===== src/fpc_pkg.sv =====
// package for the flash program/erase controller: addresses, keys, codes, carriers
// assumes a byte-wide register port and a 16-bit program memory address space
`default_nettype none

package fpc_pkg;

	// register addresses on the 12-bit register port
	localparam logic [11:0] FPC_ADDR_CTRL = 12'hff8; // control writes, state reads
	localparam logic [11:0] FPC_ADDR_PAGE = 12'hff9; // page choice / sector protect

	// values written to the control address
	localparam logic [7:0] FPC_KEY_FIRST = 8'h73; // first unlock value
	localparam logic [7:0] FPC_KEY_SECOND = 8'h8c; // second unlock value
	localparam logic [7:0] FPC_KEY_PROT = 8'h5e; // selects sector protect
	localparam logic [7:0] FPC_CMD_ERASE = 8'h95; // page erase on active page

	// reset values
	localparam logic [7:0] FPC_PAGE_RST = 8'h00; // page choice after reset
	localparam logic [7:0] FPC_PROT_RST = 8'h00; // all sectors unprotected

	// field positions in the page choice register
	localparam int FPC_INFO_BIT = 7; // info area map enable
	localparam int FPC_PAGE_MSB = 6; // page field top bit
	localparam int FPC_PAGE_SHIFT = 9; // page field meets address bits 15:9

	// six-bit lock progress codes
	localparam logic [5:0] FPC_ST_LOCKED = 6'h00;
	localparam logic [5:0] FPC_ST_FIRST = 6'h01;
	localparam logic [5:0] FPC_ST_SECOND = 6'h02;
	localparam logic [5:0] FPC_ST_UNLOCKED = 6'h03;
	localparam logic [5:0] FPC_ST_PROT = 6'h04;

	// upper three status bits while an operation runs
	localparam logic [2:0] FPC_OP_PROG = 3'h1;
	localparam logic [2:0] FPC_OP_ERASE = 3'h2;
	localparam logic [2:0] FPC_OP_MASS = 3'h4;
	localparam logic [2:0] FPC_OP_NONE = 3'h0;

	// lock sequencer states
	typedef enum logic [2:0] {
		FPC_LOCKED,
		FPC_KEY1,
		FPC_KEY2,
		FPC_OPEN,
		FPC_PROT_SEL
	} fpc_state_type;

	// one register port access
	typedef struct packed {
		logic wr; // write strobe
		logic rd; // read strobe
		logic [11:0] addr; // register address
		logic [7:0] wdata; // write data
	} fpc_bus_type;

	// command to the flash array, one-cycle strobes
	typedef struct packed {
		logic prog; // program one byte
		logic erase; // erase one page
		logic mass; // erase whole array
		logic [15:0] addr; // byte address or page base
		logic [7:0] data; // byte to program
	} fpc_cmd_type;

	// byte program request from core or debugger
	typedef struct packed {
		logic req; // one-cycle request
		logic [15:0] addr; // target byte address
		logic [7:0] data; // byte value
	} fpc_prog_type;

endpackage

`default_nettype wire


===== src/fpc_sector_map.sv =====
// sector lookup: which protection sector holds an address, and is it protected
// assumes power-of-two array and page sizes; purely combinational
`default_nettype none

module fpc_sector_map #(
	parameter int MEM_BYTES = 8192, // flash array size
	parameter int PAGE_BYTES = 512 // flash page size
) (
	input wire logic [15:0] addr_i, // byte address to classify
	input wire logic [7:0] prot_i, // sector protect bits
	output logic locked_o // high when the sector is protected
);

	// an eighth of the array, but never below one page
	localparam int EIGHTH = MEM_BYTES / 8;
	localparam int SECTOR_BYTES = (EIGHTH < PAGE_BYTES) ? PAGE_BYTES : EIGHTH;
	localparam int SEC_SHIFT = $clog2(SECTOR_BYTES);

	// refuse sizes the shift-based lookup cannot serve
	initial
	begin
		if ((MEM_BYTES & (MEM_BYTES - 1)) != 0 || (PAGE_BYTES & (PAGE_BYTES - 1)) != 0
			|| MEM_BYTES > 65536 || MEM_BYTES < PAGE_BYTES)
			$error("fpc_sector_map: unsupported array or page size");
	end

	logic [15:0] shifted; // address divided by sector size
	logic [2:0] idx; // sector number, at most eight sectors

	always_comb
	begin
		shifted = addr_i >> SEC_SHIFT;
		idx = shifted[2:0];
		locked_o = prot_i[idx];
	end

endmodule

`default_nettype wire


===== src/fpc_op_tracker.sv =====
// tracks the flash operation in progress and its kind
// assumes the array pulses done_i once per started operation, same clock
`default_nettype none

module fpc_op_tracker (
	input wire logic sys_clk_i, // system clock
	input wire logic rst_n_i, // async reset, active low
	input wire logic [2:0] start_i, // one-hot kind, pulse on start
	input wire logic done_i, // array finished the operation
	output logic busy_o, // operation running
	output logic [2:0] kind_o // running kind for the status field
);

	logic busy_q; // running flag
	logic [2:0] kind_q; // kind of running operation

	// start sets, done clears; a start never overlaps a running operation
	always_ff @(posedge sys_clk_i or negedge rst_n_i)
	begin
		if (!rst_n_i)
		begin
			busy_q <= 1'b0;
			kind_q <= fpc_pkg::FPC_OP_NONE;
		end
		else if (start_i != fpc_pkg::FPC_OP_NONE)
		begin
			busy_q <= 1'b1;
			kind_q <= start_i;
		end
		else if (done_i)
		begin
			busy_q <= 1'b0;
			kind_q <= fpc_pkg::FPC_OP_NONE;
		end
	end

	assign busy_o = busy_q;
	assign kind_o = kind_q;

endmodule

`default_nettype wire


===== src/fpc_controller.sv =====
// flash program/erase controller: unlock sequence, page choice, sector protect,
// command strobes to the array and the readable controller state
// assumes the register port master, core and debugger all run on sys_clk_i
//
// Our own choice: the plain strobed port.
`default_nettype none

// Functional notes
// - 95H on unlocked unprotected page erases it
// - unrecognised control value returns to locked
// - whole-array erase only from debug port
// - unlocked page accepts byte programs, stays unlocked
// - later control write relocks the active page
// - eight sectors, each eighth, minimum one page
// - 73H then 5EH steers next write to protect
// - protect clears at reset, set bit blocks
// - protect bits never block debug programming
// - status codes zero to four show lock progress
// - upper status bits show running operation kind
// - page choice and protect share one address
// - erase covers address range of page field
// - page field compares address bits 15 to 9
// - page choice bit seven maps info area
// - controller leaves reset locked
// - page, two unlocks, same page; mismatch stays locked
module fpc_controller #(
	parameter int MEM_BYTES = 8192, // flash array size in bytes
	parameter int PAGE_BYTES = 512 // flash page size in bytes
) (
	input wire logic sys_clk_i, // system clock, 100 MHz
	input wire logic rst_n_i, // async reset, active low
	input wire fpc_pkg::fpc_bus_type bus_i, // register port access
	output logic [7:0] rdata_o, // read data, cycle after read strobe
	input wire fpc_pkg::fpc_prog_type cpu_prog_i, // core byte program request
	input wire fpc_pkg::fpc_prog_type dbg_prog_i, // debugger byte program request
	input wire logic dbg_mass_i, // debugger whole-array erase request
	input wire logic flash_done_i, // array finished current operation
	output fpc_pkg::fpc_cmd_type cmd_o, // command strobes to the array
	output logic info_map_o, // info area mapped into program space
	output logic busy_o // operation in progress
);

	// page field must reach exactly the address bits above one page
	initial
	begin
		if (PAGE_BYTES != (1 << fpc_pkg::FPC_PAGE_SHIFT) || MEM_BYTES > 65536)
			$error("fpc_controller: page size must match the page field");
	end

	fpc_pkg::fpc_state_type state_q; // lock sequencer state
	logic [7:0] page_q; // page choice register
	logic [7:0] prot_q; // sector protect register
	logic [7:0] rdata_q; // read data register
	fpc_pkg::fpc_cmd_type cmd_q; // registered array command
	logic info_q; // info area map output
	logic busy_q; // registered busy output
	logic trk_busy; // tracker busy flag
	logic [2:0] trk_kind; // tracker running kind
	logic [2:0] start; // one-hot start to tracker
	logic [5:0] status; // six-bit controller state field
	logic wr_ctrl; // write to control address
	logic wr_page; // write to shared page address
	logic rd_ctrl; // read of control address
	logic rd_page; // read of page address
	logic page_prot; // chosen page sits in a protected sector
	logic cpu_prot; // core target sits in a protected sector
	logic cpu_ok; // core program accepted
	logic dbg_ok; // debugger program accepted
	logic mass_ok; // debugger mass erase accepted
	logic erase_ok; // page erase accepted
	logic [15:0] page_base; // first byte of the chosen page

	// page field to byte address of page start
	function automatic logic [15:0] page_addr(input logic [7:0] pg);
		page_addr = {pg[fpc_pkg::FPC_PAGE_MSB:0], 9'h000};
	endfunction

	// address decode of the register port
	always_comb
	begin
		wr_ctrl = bus_i.wr && (bus_i.addr == fpc_pkg::FPC_ADDR_CTRL);
		wr_page = bus_i.wr && (bus_i.addr == fpc_pkg::FPC_ADDR_PAGE);
		rd_ctrl = bus_i.rd && (bus_i.addr == fpc_pkg::FPC_ADDR_CTRL);
		rd_page = bus_i.rd && (bus_i.addr == fpc_pkg::FPC_ADDR_PAGE);
	end

	// erase target is the page base
	assign page_base = page_addr(page_q);

	// protection lookup for the chosen page
	fpc_sector_map #(
		.MEM_BYTES(MEM_BYTES),
		.PAGE_BYTES(PAGE_BYTES)
	) u_page_sec (
		.addr_i(page_base),
		.prot_i(prot_q),
		.locked_o(page_prot)
	);

	// protection lookup for the core's program target
	fpc_sector_map #(
		.MEM_BYTES(MEM_BYTES),
		.PAGE_BYTES(PAGE_BYTES)
	) u_cpu_sec (
		.addr_i(cpu_prog_i.addr),
		.prot_i(prot_q),
		.locked_o(cpu_prot)
	);

	// acceptance of each operation
	always_comb
	begin
		// page field against address bits 15:9
		cpu_ok = cpu_prog_i.req && !trk_busy && (state_q == fpc_pkg::FPC_OPEN)
			&& (cpu_prog_i.addr[15:9] == page_q[fpc_pkg::FPC_PAGE_MSB:0]) && !cpu_prot;
		// debugger program ignores protect and lock
		dbg_ok = dbg_prog_i.req && !trk_busy && !cpu_ok;
		// erase needs open page in free sector
		// a program in the same cycle wins, so only one strobe ever fires
		erase_ok = wr_ctrl && (bus_i.wdata == fpc_pkg::FPC_CMD_ERASE)
			&& (state_q == fpc_pkg::FPC_OPEN) && !page_prot && !trk_busy
			&& !cpu_ok && !dbg_ok;
		// mass erase only through debug port
		mass_ok = dbg_mass_i && !trk_busy && !cpu_ok && !dbg_prog_i.req && !erase_ok;
		start = fpc_pkg::FPC_OP_NONE;
		if (cpu_ok || dbg_ok)
			start = fpc_pkg::FPC_OP_PROG;
		else if (erase_ok)
			start = fpc_pkg::FPC_OP_ERASE;
		else if (mass_ok)
			start = fpc_pkg::FPC_OP_MASS;
	end

	// operation in progress tracking
	fpc_op_tracker u_trk (
		.sys_clk_i(sys_clk_i),
		.rst_n_i(rst_n_i),
		.start_i(start),
		.done_i(flash_done_i),
		.busy_o(trk_busy),
		.kind_o(trk_kind)
	);

	// lock sequencer
	always_ff @(posedge sys_clk_i or negedge rst_n_i)
	begin
		if (!rst_n_i)
			state_q <= fpc_pkg::FPC_LOCKED;
		else if (wr_ctrl)
		begin
			case (state_q)
				fpc_pkg::FPC_LOCKED:
				begin
					if (bus_i.wdata == fpc_pkg::FPC_KEY_FIRST)
						state_q <= fpc_pkg::FPC_KEY1;
					else
						state_q <= fpc_pkg::FPC_LOCKED;
				end
				fpc_pkg::FPC_KEY1:
				begin
					// second value picks unlock or protect
					if (bus_i.wdata == fpc_pkg::FPC_KEY_SECOND)
						state_q <= fpc_pkg::FPC_KEY2;
					else if (bus_i.wdata == fpc_pkg::FPC_KEY_PROT)
						state_q <= fpc_pkg::FPC_PROT_SEL;
					else
						state_q <= fpc_pkg::FPC_LOCKED;
				end
				// any control write relocks open page
				fpc_pkg::FPC_OPEN:
					state_q <= fpc_pkg::FPC_LOCKED;
				default:
					state_q <= fpc_pkg::FPC_LOCKED;
			endcase
		end
		else if (wr_page)
		begin
			case (state_q)
				fpc_pkg::FPC_KEY2:
				begin
					// matching page rewrite opens the page
					if (bus_i.wdata == page_q)
						state_q <= fpc_pkg::FPC_OPEN;
					else
						state_q <= fpc_pkg::FPC_LOCKED;
				end
				// protect write ends the protect selection
				default:
					state_q <= fpc_pkg::FPC_LOCKED;
			endcase
		end
	end

	// shared address: page choice unless protect selected
	always_ff @(posedge sys_clk_i or negedge rst_n_i)
	begin
		if (!rst_n_i)
			page_q <= fpc_pkg::FPC_PAGE_RST;
		else if (wr_page && state_q != fpc_pkg::FPC_PROT_SEL)
			page_q <= bus_i.wdata;
	end

	always_ff @(posedge sys_clk_i or negedge rst_n_i)
	begin
		if (!rst_n_i)
			prot_q <= fpc_pkg::FPC_PROT_RST;
		else if (wr_page && state_q == fpc_pkg::FPC_PROT_SEL)
			// next shared write lands in protect
			prot_q <= bus_i.wdata;
	end

	always_comb
	begin
		case (state_q)
			fpc_pkg::FPC_KEY1:
				status = fpc_pkg::FPC_ST_FIRST;
			fpc_pkg::FPC_KEY2:
				status = fpc_pkg::FPC_ST_SECOND;
			fpc_pkg::FPC_OPEN:
				status = fpc_pkg::FPC_ST_UNLOCKED;
			fpc_pkg::FPC_PROT_SEL:
				status = fpc_pkg::FPC_ST_PROT;
			default:
				status = fpc_pkg::FPC_ST_LOCKED;
		endcase
		if (trk_busy)
			status = {trk_kind, 3'h0};
	end

	// read data, valid only in the cycle after the strobe
	always_ff @(posedge sys_clk_i or negedge rst_n_i)
	begin
		if (!rst_n_i)
			rdata_q <= 8'h00;
		else if (rd_ctrl)
			rdata_q <= {2'h0, status};
		else if (rd_page)
			rdata_q <= (state_q == fpc_pkg::FPC_PROT_SEL) ? prot_q : page_q;
		else
			rdata_q <= 8'h00;
	end

	// command strobes to the flash array
	always_ff @(posedge sys_clk_i or negedge rst_n_i)
	begin
		if (!rst_n_i)
			cmd_q <= '0;
		else
		begin
			// byte program leaves the page open
			cmd_q.prog <= cpu_ok || dbg_ok;
			cmd_q.erase <= erase_ok;
			cmd_q.mass <= mass_ok;
			if (cpu_ok)
			begin
				cmd_q.addr <= cpu_prog_i.addr;
				cmd_q.data <= cpu_prog_i.data;
			end
			else if (dbg_ok)
			begin
				cmd_q.addr <= dbg_prog_i.addr;
				cmd_q.data <= dbg_prog_i.data;
			end
			else if (erase_ok)
				cmd_q.addr <= page_base;
			else if (mass_ok)
				cmd_q.addr <= 16'h0000;
		end
	end

	// info area map follows bit seven
	always_ff @(posedge sys_clk_i or negedge rst_n_i)
	begin
		if (!rst_n_i)
		begin
			info_q <= 1'b0;
			busy_q <= 1'b0;
		end
		else
		begin
			info_q <= page_q[fpc_pkg::FPC_INFO_BIT];
			busy_q <= trk_busy;
		end
	end

	assign rdata_o = rdata_q;
	assign cmd_o = cmd_q;
	assign info_map_o = info_q;
	assign busy_o = busy_q;
endmodule

`default_nettype wire


===== config.mk =====
export PLATFORM = sky130hd
export DESIGN_NAME = fpc_controller
export DESIGN_NICKNAME = d
export VERILOG_FILES = /design/src/fpc_pkg.sv /design/src/fpc_sector_map.sv /design/src/fpc_op_tracker.sv /design/src/fpc_controller.sv
export SDC_FILE = /design/constraint.sdc
export NUM_CORES = 1
export LEC_CHECK = 0
export CELL_PAD_IN_SITES_DETAIL_PLACEMENT = 1
export CELL_PAD_IN_SITES_GLOBAL_PLACEMENT = 2
export CORE_ASPECT_RATIO = 0.9
export CORE_MARGIN = 5
export CORE_UTILIZATION = 38
export CTS_CLUSTER_DIAMETER = 50
export DETAILED_ROUTE_END_ITERATION = 12
export DONT_BUFFER_PORTS = 1
export PLACE_DENSITY = 0.77
export SYNTH_ARGS = -nofsm -noshare
export SYNTH_HDL_FRONTEND = slang
export SYNTH_SLANG_ARGS = --single-unit
export TNS_END_PERCENT = 10

===== constraint.sdc =====
create_clock -name sys_clk_i -period 2.8 [get_ports sys_clk_i]
set_input_delay 0.56 -clock sys_clk_i [delete_from_list [all_inputs] [get_ports sys_clk_i]]
set_output_delay 0.56 -clock sys_clk_i [all_outputs]
set_load 0.01 [all_outputs]

==> results of run 1 <==
-- sequential cells by signal, indices dropped and copies added (netlist names) --
register,flops
cmd_o,27
page_q,8
prot_q,8
rdata_o,8
state_q,3
u_trk.kind_o,3
busy_o,1
info_map_o,1
u_trk.busy_o,1
-- cell families after synthesis --
kind of cell | count (synthesis) | share of synthesized area
flip-flops | 60 | 0.4808
multiplexers | 43 | 0.1639
AO/OA/AOI/OAI | 50 | 0.1150
AND/OR/NAND/NOR | 88 | 0.1587
buffers and inverters | 24 | 0.03966
XOR/XNOR | 15 | 0.04207
-- final timing paths --
check / from / end / slack (ns) / cells after the start
max in group asynchronous: rst_n_i / cmd_o[7] / 2.45 / 1
min: rst_n_i / cmd_o[8] / 0.08 / 1
max reg2reg: prot_q[0] / cmd_o[11] / 0.30 / 5
min in group sys_clk_i: flash_done_i / u_trk.busy_o / 0.31 / 1
max: prot_q[0] / cmd_o[11] / 0.30 / 5
min reg2reg: page_q[7] / info_map_o / 0.47 / 0
-- layout by cell type, fill, tap and decap left out, types with 2 or more instances in the layout --
cell,synthesis,routed
o2bb2ai_1,6,6
and3_1,9,9
inv_1,7,7
o21ai_0,4,4
mux2i_1,20,20
nor4b_1,3,3
nor2b_1,3,2
mux2_2,18,18
xor2_1,8,8
nor2_1,21,21
nand4b_1,3,3
xnor2_1,7,7
clkbuf_8,0,12
nand3_1,7,7
o41ai_1,6,6
bufinv_16,0,2
nand2_1,16,16
dfrtp_1,60,60
mux4_2,3,3
nand4_1,5,5
buf_4,0,11
nand2b_1,2,2
nor3_1,3,3
nor4_1,5,5
a21oi_1,17,17
a221o_1,10,10
clkinv_2,0,2
o22ai_1,5,5
-- critical path, stage by stage (launching register included) --
cell	delay, ns
dfrtp_1	0.45
mux4_2	0.47
mux2_4	0.33
or4_1	0.61
and3_1	0.26
a221o_1	0.26
-- per-layer routing --
| layer | GRT usage | up-vias | share of wire |
|---|---|---|---|
| met4 | 0.06688 | 0 | 0.018 |
| met1 | 0.2215 | 1154 | 0.43 |
| met2 | 0.2919 | 61 | 0.49 |
| li1 | - | 1061 | - |
| met5 | 0 | - | 0 |
| met3 | 0.06036 | 13 | 0.065 |
-- through the flow --
step / std cells / utilization
6_report: 390 / 0.4356
5_1_grt: 390 / 0.4356
4_1_cts: 390 / 0.4356
3_5_place_dp: 373 / 0.4028
3_3_place_gp: 373 / 0.4028
2_1_floorplan: 280 / -
-- power breakdown --
part | switching, mW | internal [mW] | total (mW)
sequential | 0.141 | 0.979 | 1.12
combinational | 0.118 | 0.120 | 0.238
clock | 0.347 | 0.571 | 0.919
-- final cells by class --
cell class	count	area, sq um
Multi-Input combinational cell	196	1500
Inverter	7	26.28
Tap cell	99	123.9
Clock inverter	4	70.07
Clock buffer	12	165.2
Sequential cell	60	1501
Fill cell	882	4532
Timing Repair Buffer	12	110.1
==> metrics.yaml, run 1 <==
rsz0062_at_grt: "no"
dp_hpwl_mm: 6.453
htreeDepth: 3
core_sq_um: 8029
tightest_slew_ns: 0.6985
cts_tree: "yes"
clock-root-buffer: "clkbuf_8"
async_flop_share: 1.000
fin_tns_setup_ns: 0
synth-main-ff-cell: "dfrtp_1"
power_mw: 2.277
wl_per_cell_microns: 22.32
dieArea_sq_um: 10130
drive_gt1_frac: 0.1890
clock-sinks: 60
synth_commonest_cells: "dfrtp_1, nor2_1, mux2i_1, mux2_2, a21oi_1"
yosysTopAreaCellShare: 0.4808
antenna_left: 0
die_w_microns: 105.6
start_util: 0.3890
cts_resized: 0
syn-mean-instance-area_sq_um: 11.15
slew_headroom: 0.5301
grt.total_usage: 0.1786
power_leakage_nw: 1.572
seq_area_frac_synth: 0.4808
power_density_nw_per_um2: 651.1
outcome: "finished, final reports clean"
yosysWarnings: 0
insertion_delay_ns: 0.34
grt_pass1_vias: 2435
grt_overflow: 0
clkTransAtPathRegs_ns: 0.08
start_kind: "flop"
grt_max_degree: 61
grt_pass1_wl_mm: 13.73
peakVddDrop_v: 0.0002501
hold_viol_final: 0
fin_crit_sh: 0.8941
routed_wl_mm: 8.706
place.gp.congestion: 0.7893
via_per_inst: 5.869
synth_cell_type_count: 43
crit_required_ns: 3.02
max_freq_ghz: 0.3994
dp_slack_ns: 0.1631
clockBufferDepth: 2
hold_slack_ns: 0.07507
syn-num-nets: 356
min_period_ns: 2.504
synth_top_area_cell: "dfrtp_1"
placementRows: 31
final_area_sq_um: 3497
postCtsSetupRepairBufs: 0
netlist_area_sq_um: 3123
num-nets-final: 362
yosysMostFrequentCell: "dfrtp_1"
area_delta_synth_final_pct: 11.98
report.final.slew_viol_count: 0
cp-end-kind: "flop"
synthCells: 280
antenna_cells: 0
drt_pass1_iterations: 4
crit_fanout: 12
vias: 2289
ys_ff_latch: 60
drt-initial-drc-count: 85
die_y_microns: 96.01
antenna_found_initial: 0
hold_class: "input port to async pin"
maxCapViolCount: 0
place_area_sq_um: 3234
synth_edf_count: 0
synth_area_leaders: "dfrtp_1, mux2_2, mux2i_1"
cts_buffers: 9
arrival_ns: 2.73
drcViolationCount: 0
hold_buffers: 1
timing.final.ws_setup_ns: 0.2965
fin_skew_ns: 0.01702
critical_path_class: "flop to flop"
io_buffers: 0
setup_viol_count_final: 0
io_pins: 113
Note: power is estimated with default switching activity, not from simulation.
==> inputs of run 2 (changes only) <==
--- a/config.mk
+++ b/config.mk
@@ -5,15 +5,15 @@
 export SDC_FILE = /design/constraint.sdc
 export NUM_CORES = 1
 export LEC_CHECK = 0
+export BUFFER_PORTS_ARGS = -buffer_cell sky130_fd_sc_hd__buf_2
 export CELL_PAD_IN_SITES_DETAIL_PLACEMENT = 1
 export CELL_PAD_IN_SITES_GLOBAL_PLACEMENT = 2
 export CORE_ASPECT_RATIO = 0.9
 export CORE_MARGIN = 5
-export CORE_UTILIZATION = 38
+export CORE_UTILIZATION = 25
 export CTS_CLUSTER_DIAMETER = 50
 export DETAILED_ROUTE_END_ITERATION = 12
-export DONT_BUFFER_PORTS = 1
-export PLACE_DENSITY = 0.77
+export PLACE_DENSITY = 0.67
 export SYNTH_ARGS = -nofsm -noshare
 export SYNTH_HDL_FRONTEND = slang
 export SYNTH_SLANG_ARGS = --single-unit
==> run 2 against run 1 <==
Compared with the run above:
- power up 13%
- critical endpoint is now cmd_o[14]
- non-clock buffer count grew 118
- critical path depth unchanged
- die area increased by 46%
- hold slack gained 0.039 ns
- final cell count up 46%
- setup slack better by 0.029 ns
==> metrics.yaml, run 2 (synthesis results as in run 1) <==
fin_skew_ns: 0.006778  # -0.01024 ns
largest_reg_flops: 27  # unchanged
routed_wl_mm: 10.12  # +16%
antenna_left: 0  # unchanged
drcViolationCount: 0  # unchanged
grt_overflow: 0  # unchanged
io_pins: 113  # unchanged
hold_buffers: 0  # -1
dieArea_sq_um: 14830  # +46%
clockBufferDepth: 2  # unchanged
power_mw: 2.575  # +13%
dp_hpwl_mm: 7.933  # +23%
antenna_cells: 0  # unchanged
busiest_layer: "met2"
max_freq_ghz: 0.4042  # +1.2%
grtUsageMet1: 0.1852  # -0.03634
setup_viol_count_final: 0  # unchanged
grt_pass1_vias: 3018  # +24%
place_area_sq_um: 3936  # +22%
clock-root-buffer: "clkbuf_16"
crit_fanout: 12  # unchanged
postCtsSetupRepairBufs: 0  # unchanged
arrival_ns: 2.68  # -0.05 ns
vias: 2713  # +19%
cts_resized: 0  # unchanged
peakVddDrop_v: 0.0002976  # +19%
report.final.slew_viol_count: 0  # unchanged
drt-initial-drc-count: 120  # +41%
power_leakage_nw: 2.090  # +33%
rsz0062_at_grt: "no"
p_comb_frac: 0.189  # +0.085
cp-end-kind: "flop"
via_per_inst: 4.768  # -19%
power_density_nw_per_um2: 609.4  # -6.4%
clock-sinks: 60  # unchanged
htreeDepth: 3  # unchanged
met3_usage: 0.03364  # -0.02672
crit_required_ns: 3.01  # about the same
wl_per_cell_microns: 17.79  # -20%
place.gp.congestion: 0.7464  # -5.4%
die_w_microns: 127.8  # +21%
sw_frac_of_total: 0.2718  # +0.005222
min_period_ns: 2.474  # -0.02927 ns
drive_gt1_frac: 0.4230  # +0.2340
antenna_found_initial: 0  # unchanged
die_y_microns: 116.0  # +21%
slew_headroom: 0.6537  # +0.1236
grt_pass1_wl_mm: 16.26  # +18%
num-nets-final: 480  # +33%
tightest_slew_ns: 0.5180  # -0.1805 ns
cts_buffers: 9  # unchanged
hold_class: "input port to async pin"
intPower_mw: 1.875  # +12%
p_sw_mw: 0.6999  # +15%
drt_pass1_iterations: 4  # unchanged
placementRows: 38  # +23%
hold_viol_final: 0  # unchanged
maxCapViolCount: 0  # unchanged
critical_path_class: "flop to flop"
fin_tns_setup_ns: 0  # unchanged
hold_slack_ns: 0.1138  # +0.03876 ns
core_sq_um: 12120  # +51%
area_delta_synth_final_pct: 35.30
use_met2: 0.2334  # -0.05851
layout_commonest_cell: "buf_2"
final_area_sq_um: 4225  # +21%
seqPwrFrac: 0.405  # -0.087
fin_crit_sh: 0.8837  # -0.01045
io_buffers: 112  # +112
clkTransAtPathRegs_ns: 0.05  # -0.03 ns
final_cell_mix: "buf_2, dfrtp_1, nor2_1, mux2i_1, mux2_2"
insertion_delay_ns: 0.33  # about the same
outcome: "finished, final reports clean"
cts_tree: "yes"
start_util: 0.2576  # -0.1314
p_clk_frac: 0.406  # +0.003
start_kind: "flop"
grt.total_usage: 0.1419  # -0.03674
utilization: 0.3485  # -0.08706
grt_max_degree: 29  # -52%
run 2: changes by cell type in the layout (fill, tap and decap cells not counted), sizes merged:
| cell | previous run | this run |
|---|---|---|
| buf | 12 | 130 |
| bufinv | 2 | 0 |
| clkinv | 2 | 3 |
| clkinvlp | 0 | 1 |
run 2: layout make-up:
| cell class | count | area, sq um |
|---|---|---|
| clock inverters | 4 | 22.52 |
| multi-input cells | 196 | 1500 |
| clock buffers | 12 | 266.5 |
| flip-flops and latches | 60 | 1501 |
| inverters | 7 | 26.28 |
| repair buffers | 130 | 708.2 |
| fillers | 1402 | 7899 |
| well taps | 160 | 200.2 |
run 2: worst paths after layout:
| path | depth (start not counted) | startpoint | end | slack (ns) |
|---|---|---|---|---|
| worst max-delay path | 5 | prot_q[0] | cmd_o[14] | 0.33 |
| min in group sys_clk_i | 2 | flash_done_i | u_trk.busy_o | 0.44 |
| worst min-delay path | 1 | rst_n_i | cmd_o[1] | 0.11 |
| worst max register to register | 5 | prot_q[0] | cmd_o[14] | 0.33 |
| max in group asynchronous | 2 | rst_n_i | rdata_o[2] | 2.07 |
| worst min register to register | 0 | page_q[7] | info_map_o | 0.44 |
run 2: power groups by stage:
stage	combinational [mW]	clock (mW)	sequential (mW)
floorplan	0.198	0	1.10
global placement	0.488	0	1.05
detailed placement	0.498	0	1.06
CTS	0.500	1.08	1.04
global route	0.535	1.13	1.06
finish	0.487	1.05	1.04
run 2: layer usage:
metal / vias up / share of wire
li1: 1302 / -
met2: 50 / 0.50
met5: - / 0
met4: 0 / 0.016
met3: 13 / 0.034
met1: 1348 / 0.45
run 2: critical path, cell delays in order (launching register included):
cell and delay (ns):
dfrtp_1 0.44, mux4_2 0.47, mux2_4 0.29, or4_1 0.62, and3_1 0.28, a221o_1 0.26
run 2: per-stage QoR:
stage	std cells	worst slack (ns)
finish	569	0.3257
global route	569	0.2481
CTS	569	0.3207
detailed placement	553	-0.0001319
global placement	553	0.04152
floorplan	280	0.005601
==> inputs of run 3 (changes only) <==
--- a/config.mk
+++ b/config.mk
@@ -5,6 +5,7 @@
 export SDC_FILE = /design/constraint.sdc
 export NUM_CORES = 1
 export LEC_CHECK = 0
+export ABC_AREA = 1
 export BUFFER_PORTS_ARGS = -buffer_cell sky130_fd_sc_hd__buf_2
 export CELL_PAD_IN_SITES_DETAIL_PLACEMENT = 1
 export CELL_PAD_IN_SITES_GLOBAL_PLACEMENT = 2
@@ -13,7 +14,7 @@
 export CORE_UTILIZATION = 25
 export CTS_CLUSTER_DIAMETER = 50
 export DETAILED_ROUTE_END_ITERATION = 12
-export PLACE_DENSITY = 0.67
+export PLACE_DENSITY = 0.73
 export SYNTH_ARGS = -nofsm -noshare
 export SYNTH_HDL_FRONTEND = slang
 export SYNTH_SLANG_ARGS = --single-unit
==> run 3 against run 2 <==
Compared with the run above:
- final cell count rose by 29%
- fmax rose by 2.0%
- power rose by 6.9%
- largest cell class is now multi-input combinational cells
- highest routed layer unchanged
- hold slack improved by 0.19 ns
- sequential power barely moved
- combinational power fell by 3%
- via count rose by 27%
==> metrics.yaml, run 3 <==
r2r-end: "cmd_o[24]"
synth_commonest_cells: "nand2_1, dfrtp_1, inv_1, nand3_1, nor2_1"
grt_max_degree: 32  # +10%
synth-main-ff-cell: "dfrtp_1"
drt-initial-drc-count: 131  # +9.2%
dieArea_sq_um: 15650  # +5.5%
drcViolationCount: 0  # unchanged
clock-root-buffer: "clkbuf_16"
core_sq_um: 12830  # +5.9%
start_util: 0.2581  # +0.0004825
crit_required_ns: 3.02  # about the same
hold_slack_ns: 0.3028  # +0.1889 ns
fin_tns_setup_ns: 0  # unchanged
rsz0062_at_grt: "no"
placementRows: 39  # +2.6%
io_pins: 113  # unchanged
area_delta_synth_final_pct: 32.00
hold_viol_final: 0  # unchanged
grt_pass1_wl_mm: 19.61  # +21%
antenna_left: 0  # unchanged
layout_commonest_cell: "nand2_1"
syn-num-nets: 525  # +47%
clockBufferDepth: 2  # unchanged
grt_overflow: 0  # unchanged
arrival_ns: 2.65  # -0.03 ns
yosysWarnings: 0  # unchanged
yosysTopAreaCellShare: 0.4533  # -0.02743
fin_crit_sh: 0.8666  # -0.01706
outcome: "finished, final reports clean"
yosysMostFrequentCell: "nand2_1"
report.final.slew_viol_count: 0  # unchanged
seq_area_frac_synth: 0.4533  # -0.02743
place.gp.congestion: 0.8490  # +14%
clkTransAtPathRegs_ns: 0.06  # about the same
peakVddDrop_v: 0.0002795  # -6.1%
ys_ff_latch: 60  # unchanged
netlist_area_sq_um: 3312  # +6.0%
crit_fanout: 8  # -4
hold_class: "input port to async pin"
grt.total_usage: 0.1553  # +0.01349
synthCells: 449  # +60%
grt_pass1_vias: 3662  # +21%
cts_resized: 0  # unchanged
power_mw: 2.751  # +6.9%
cts_tree: "yes"
timing.rr.start: "state_q[2]"
routed_wl_mm: 12.28  # +21%
largest_reg_flops: 27  # unchanged
power_leakage_nw: 2.325  # +11%
clock-sinks: 60  # unchanged
via_per_inst: 4.680  # -1.8%
antenna_cells: 0  # unchanged
maxCapViolCount: 0  # unchanged
num-nets-final: 641  # +34%
wl_per_cell_microns: 16.73  # -6.0%
drt_pass1_iterations: 4  # unchanged
worstRegToRegCells: 10  # +5
fill_cells: 1595  # +14%
max_freq_ghz: 0.4121  # +2.0%
cp-end-kind: "flop"
synth_cell_type_count: 30  # -30%
postCtsSetupRepairBufs: 0  # unchanged
dp_hpwl_mm: 9.677  # +22%
htreeDepth: 3  # unchanged
antenna_found_initial: 0  # unchanged
tightest_slew_ns: 0.7832  # +0.2652 ns
cts_buffers: 9  # unchanged
async_flop_share: 1.000  # unchanged
final_cell_mix: "nand2_1, buf_2, dfrtp_1, inv_1, nand3_1"
drive_gt1_frac: 0.2596  # -0.1633
setup_viol_count_final: 0  # unchanged
synth_edf_count: 0  # unchanged
insertion_delay_ns: 0.34  # about the same
io_buffers: 112  # unchanged
crit_start: "state_q[2]"
synth_area_leaders: "dfrtp_1, nand2_1, nand3_1"
vias: 3435  # +27%
syn-mean-instance-area_sq_um: 7.376  # -34%
fin_skew_ns: 0.009538  # +0.002760 ns
die_y_microns: 119.2  # +2.7%
synth_top_area_cell: "dfrtp_1"
min_period_ns: 2.426  # -0.04778 ns
start_kind: "flop"
slew_headroom: 0.4779  # -0.1758
power_density_nw_per_um2: 629.4  # +3.3%
die_w_microns: 131.3  # +2.7%
r2r_setup_slack_ns: 0.37  # +0.05 ns
hold_buffers: 0  # unchanged
critical_path_class: "flop to flop"
==> run 3: changes by cell type after synthesis, sizes merged, moves of 15 or more <==
cell and change:
nand3 +40, o21ai +21, mux2 -19, nand4 +15, mux2i -20, nand2 +151, inv +44
==> run 3: per-stage QoR <==
| step | instance area [sq um] | utilization | setup slack (ns) | std cells |
|---|---|---|---|---|
| detailed placement | 4046 | 0.3153 | 0.3658 | 718 |
| floorplan | 3312 | - | 1.017 | 449 |
| CTS | 4372 | 0.3406 | 0.4449 | 734 |
| global route | 4372 | 0.3406 | 0.2422 | 734 |
| finish | 4372 | 0.3406 | 0.3735 | 734 |
| global placement | 4046 | 0.3153 | 0.4692 | 718 |
==> run 3: layout make-up <==
| class | instances | area (sq um) | share of cell area |
|---|---|---|---|
| clock inverters | 7 | 100.1 | 0.02290 |
| flip-flops and latches | 60 | 1501 | 0.3434 |
| repair buffers | 118 | 618.1 | 0.1414 |
| multi-input cells | 323 | 1518 | 0.3472 |
| well taps | 164 | 205.2 | 0.04694 |
| inverters | 53 | 203.9 | 0.04665 |
| clock buffers | 9 | 225.2 | 0.05152 |
==> run 3: kinds of logic after synthesis <==
group           after synthesis  synth area share
flops                        60            0.4533
simple gates                275            0.3668
compound gates               42           0.07555
buf+inv                      66           0.08840
xor+xnor                      6           0.01587
==> run 3: per-layer routing <==
metal	global-route usage	share of wire	vias to the layer above
li1	-	-	1690
met1	0.2100	0.48	1643
met2	0.2481	0.46	86
met3	0.03541	0.047	16
met4	0.04820	0.017	0
met5	0	0	-
==> run 3: where the power goes <==
part           internal (mW)  leakage (nW)  switching (mW)
sequential             0.977         0.781          0.0710
combinational          0.190          1.38           0.284
clock                  0.785         0.160           0.444
==> run 3: critical path, stage by stage, from the launching register on <==
cell	delay (ns)
dfrtp_1	0.40
inv_2	0.09
nand2_1	0.12
nor2_1	0.39
nand2_1	0.10
nor2_1	0.21
nand3_1	0.14
nor2_1	0.45
nand2_1	0.23
nand3_1	0.12
inv_1	0.05
==> run 3: worst max path at each step <==
stage | endpoint | slack [ns] | cells past startpoint
2_1_floorplan | u_trk.busy_o | 1.02 | 11
3_3_place_gp | cmd_o[14] | 0.47 | 11
3_5_place_dp | cmd_o[14] | 0.37 | 11
4_1_cts | cmd_o[24] | 0.44 | 10
5_1_grt | cmd_o[17] | 0.24 | 11
6_report | cmd_o[24] | 0.37 | 10
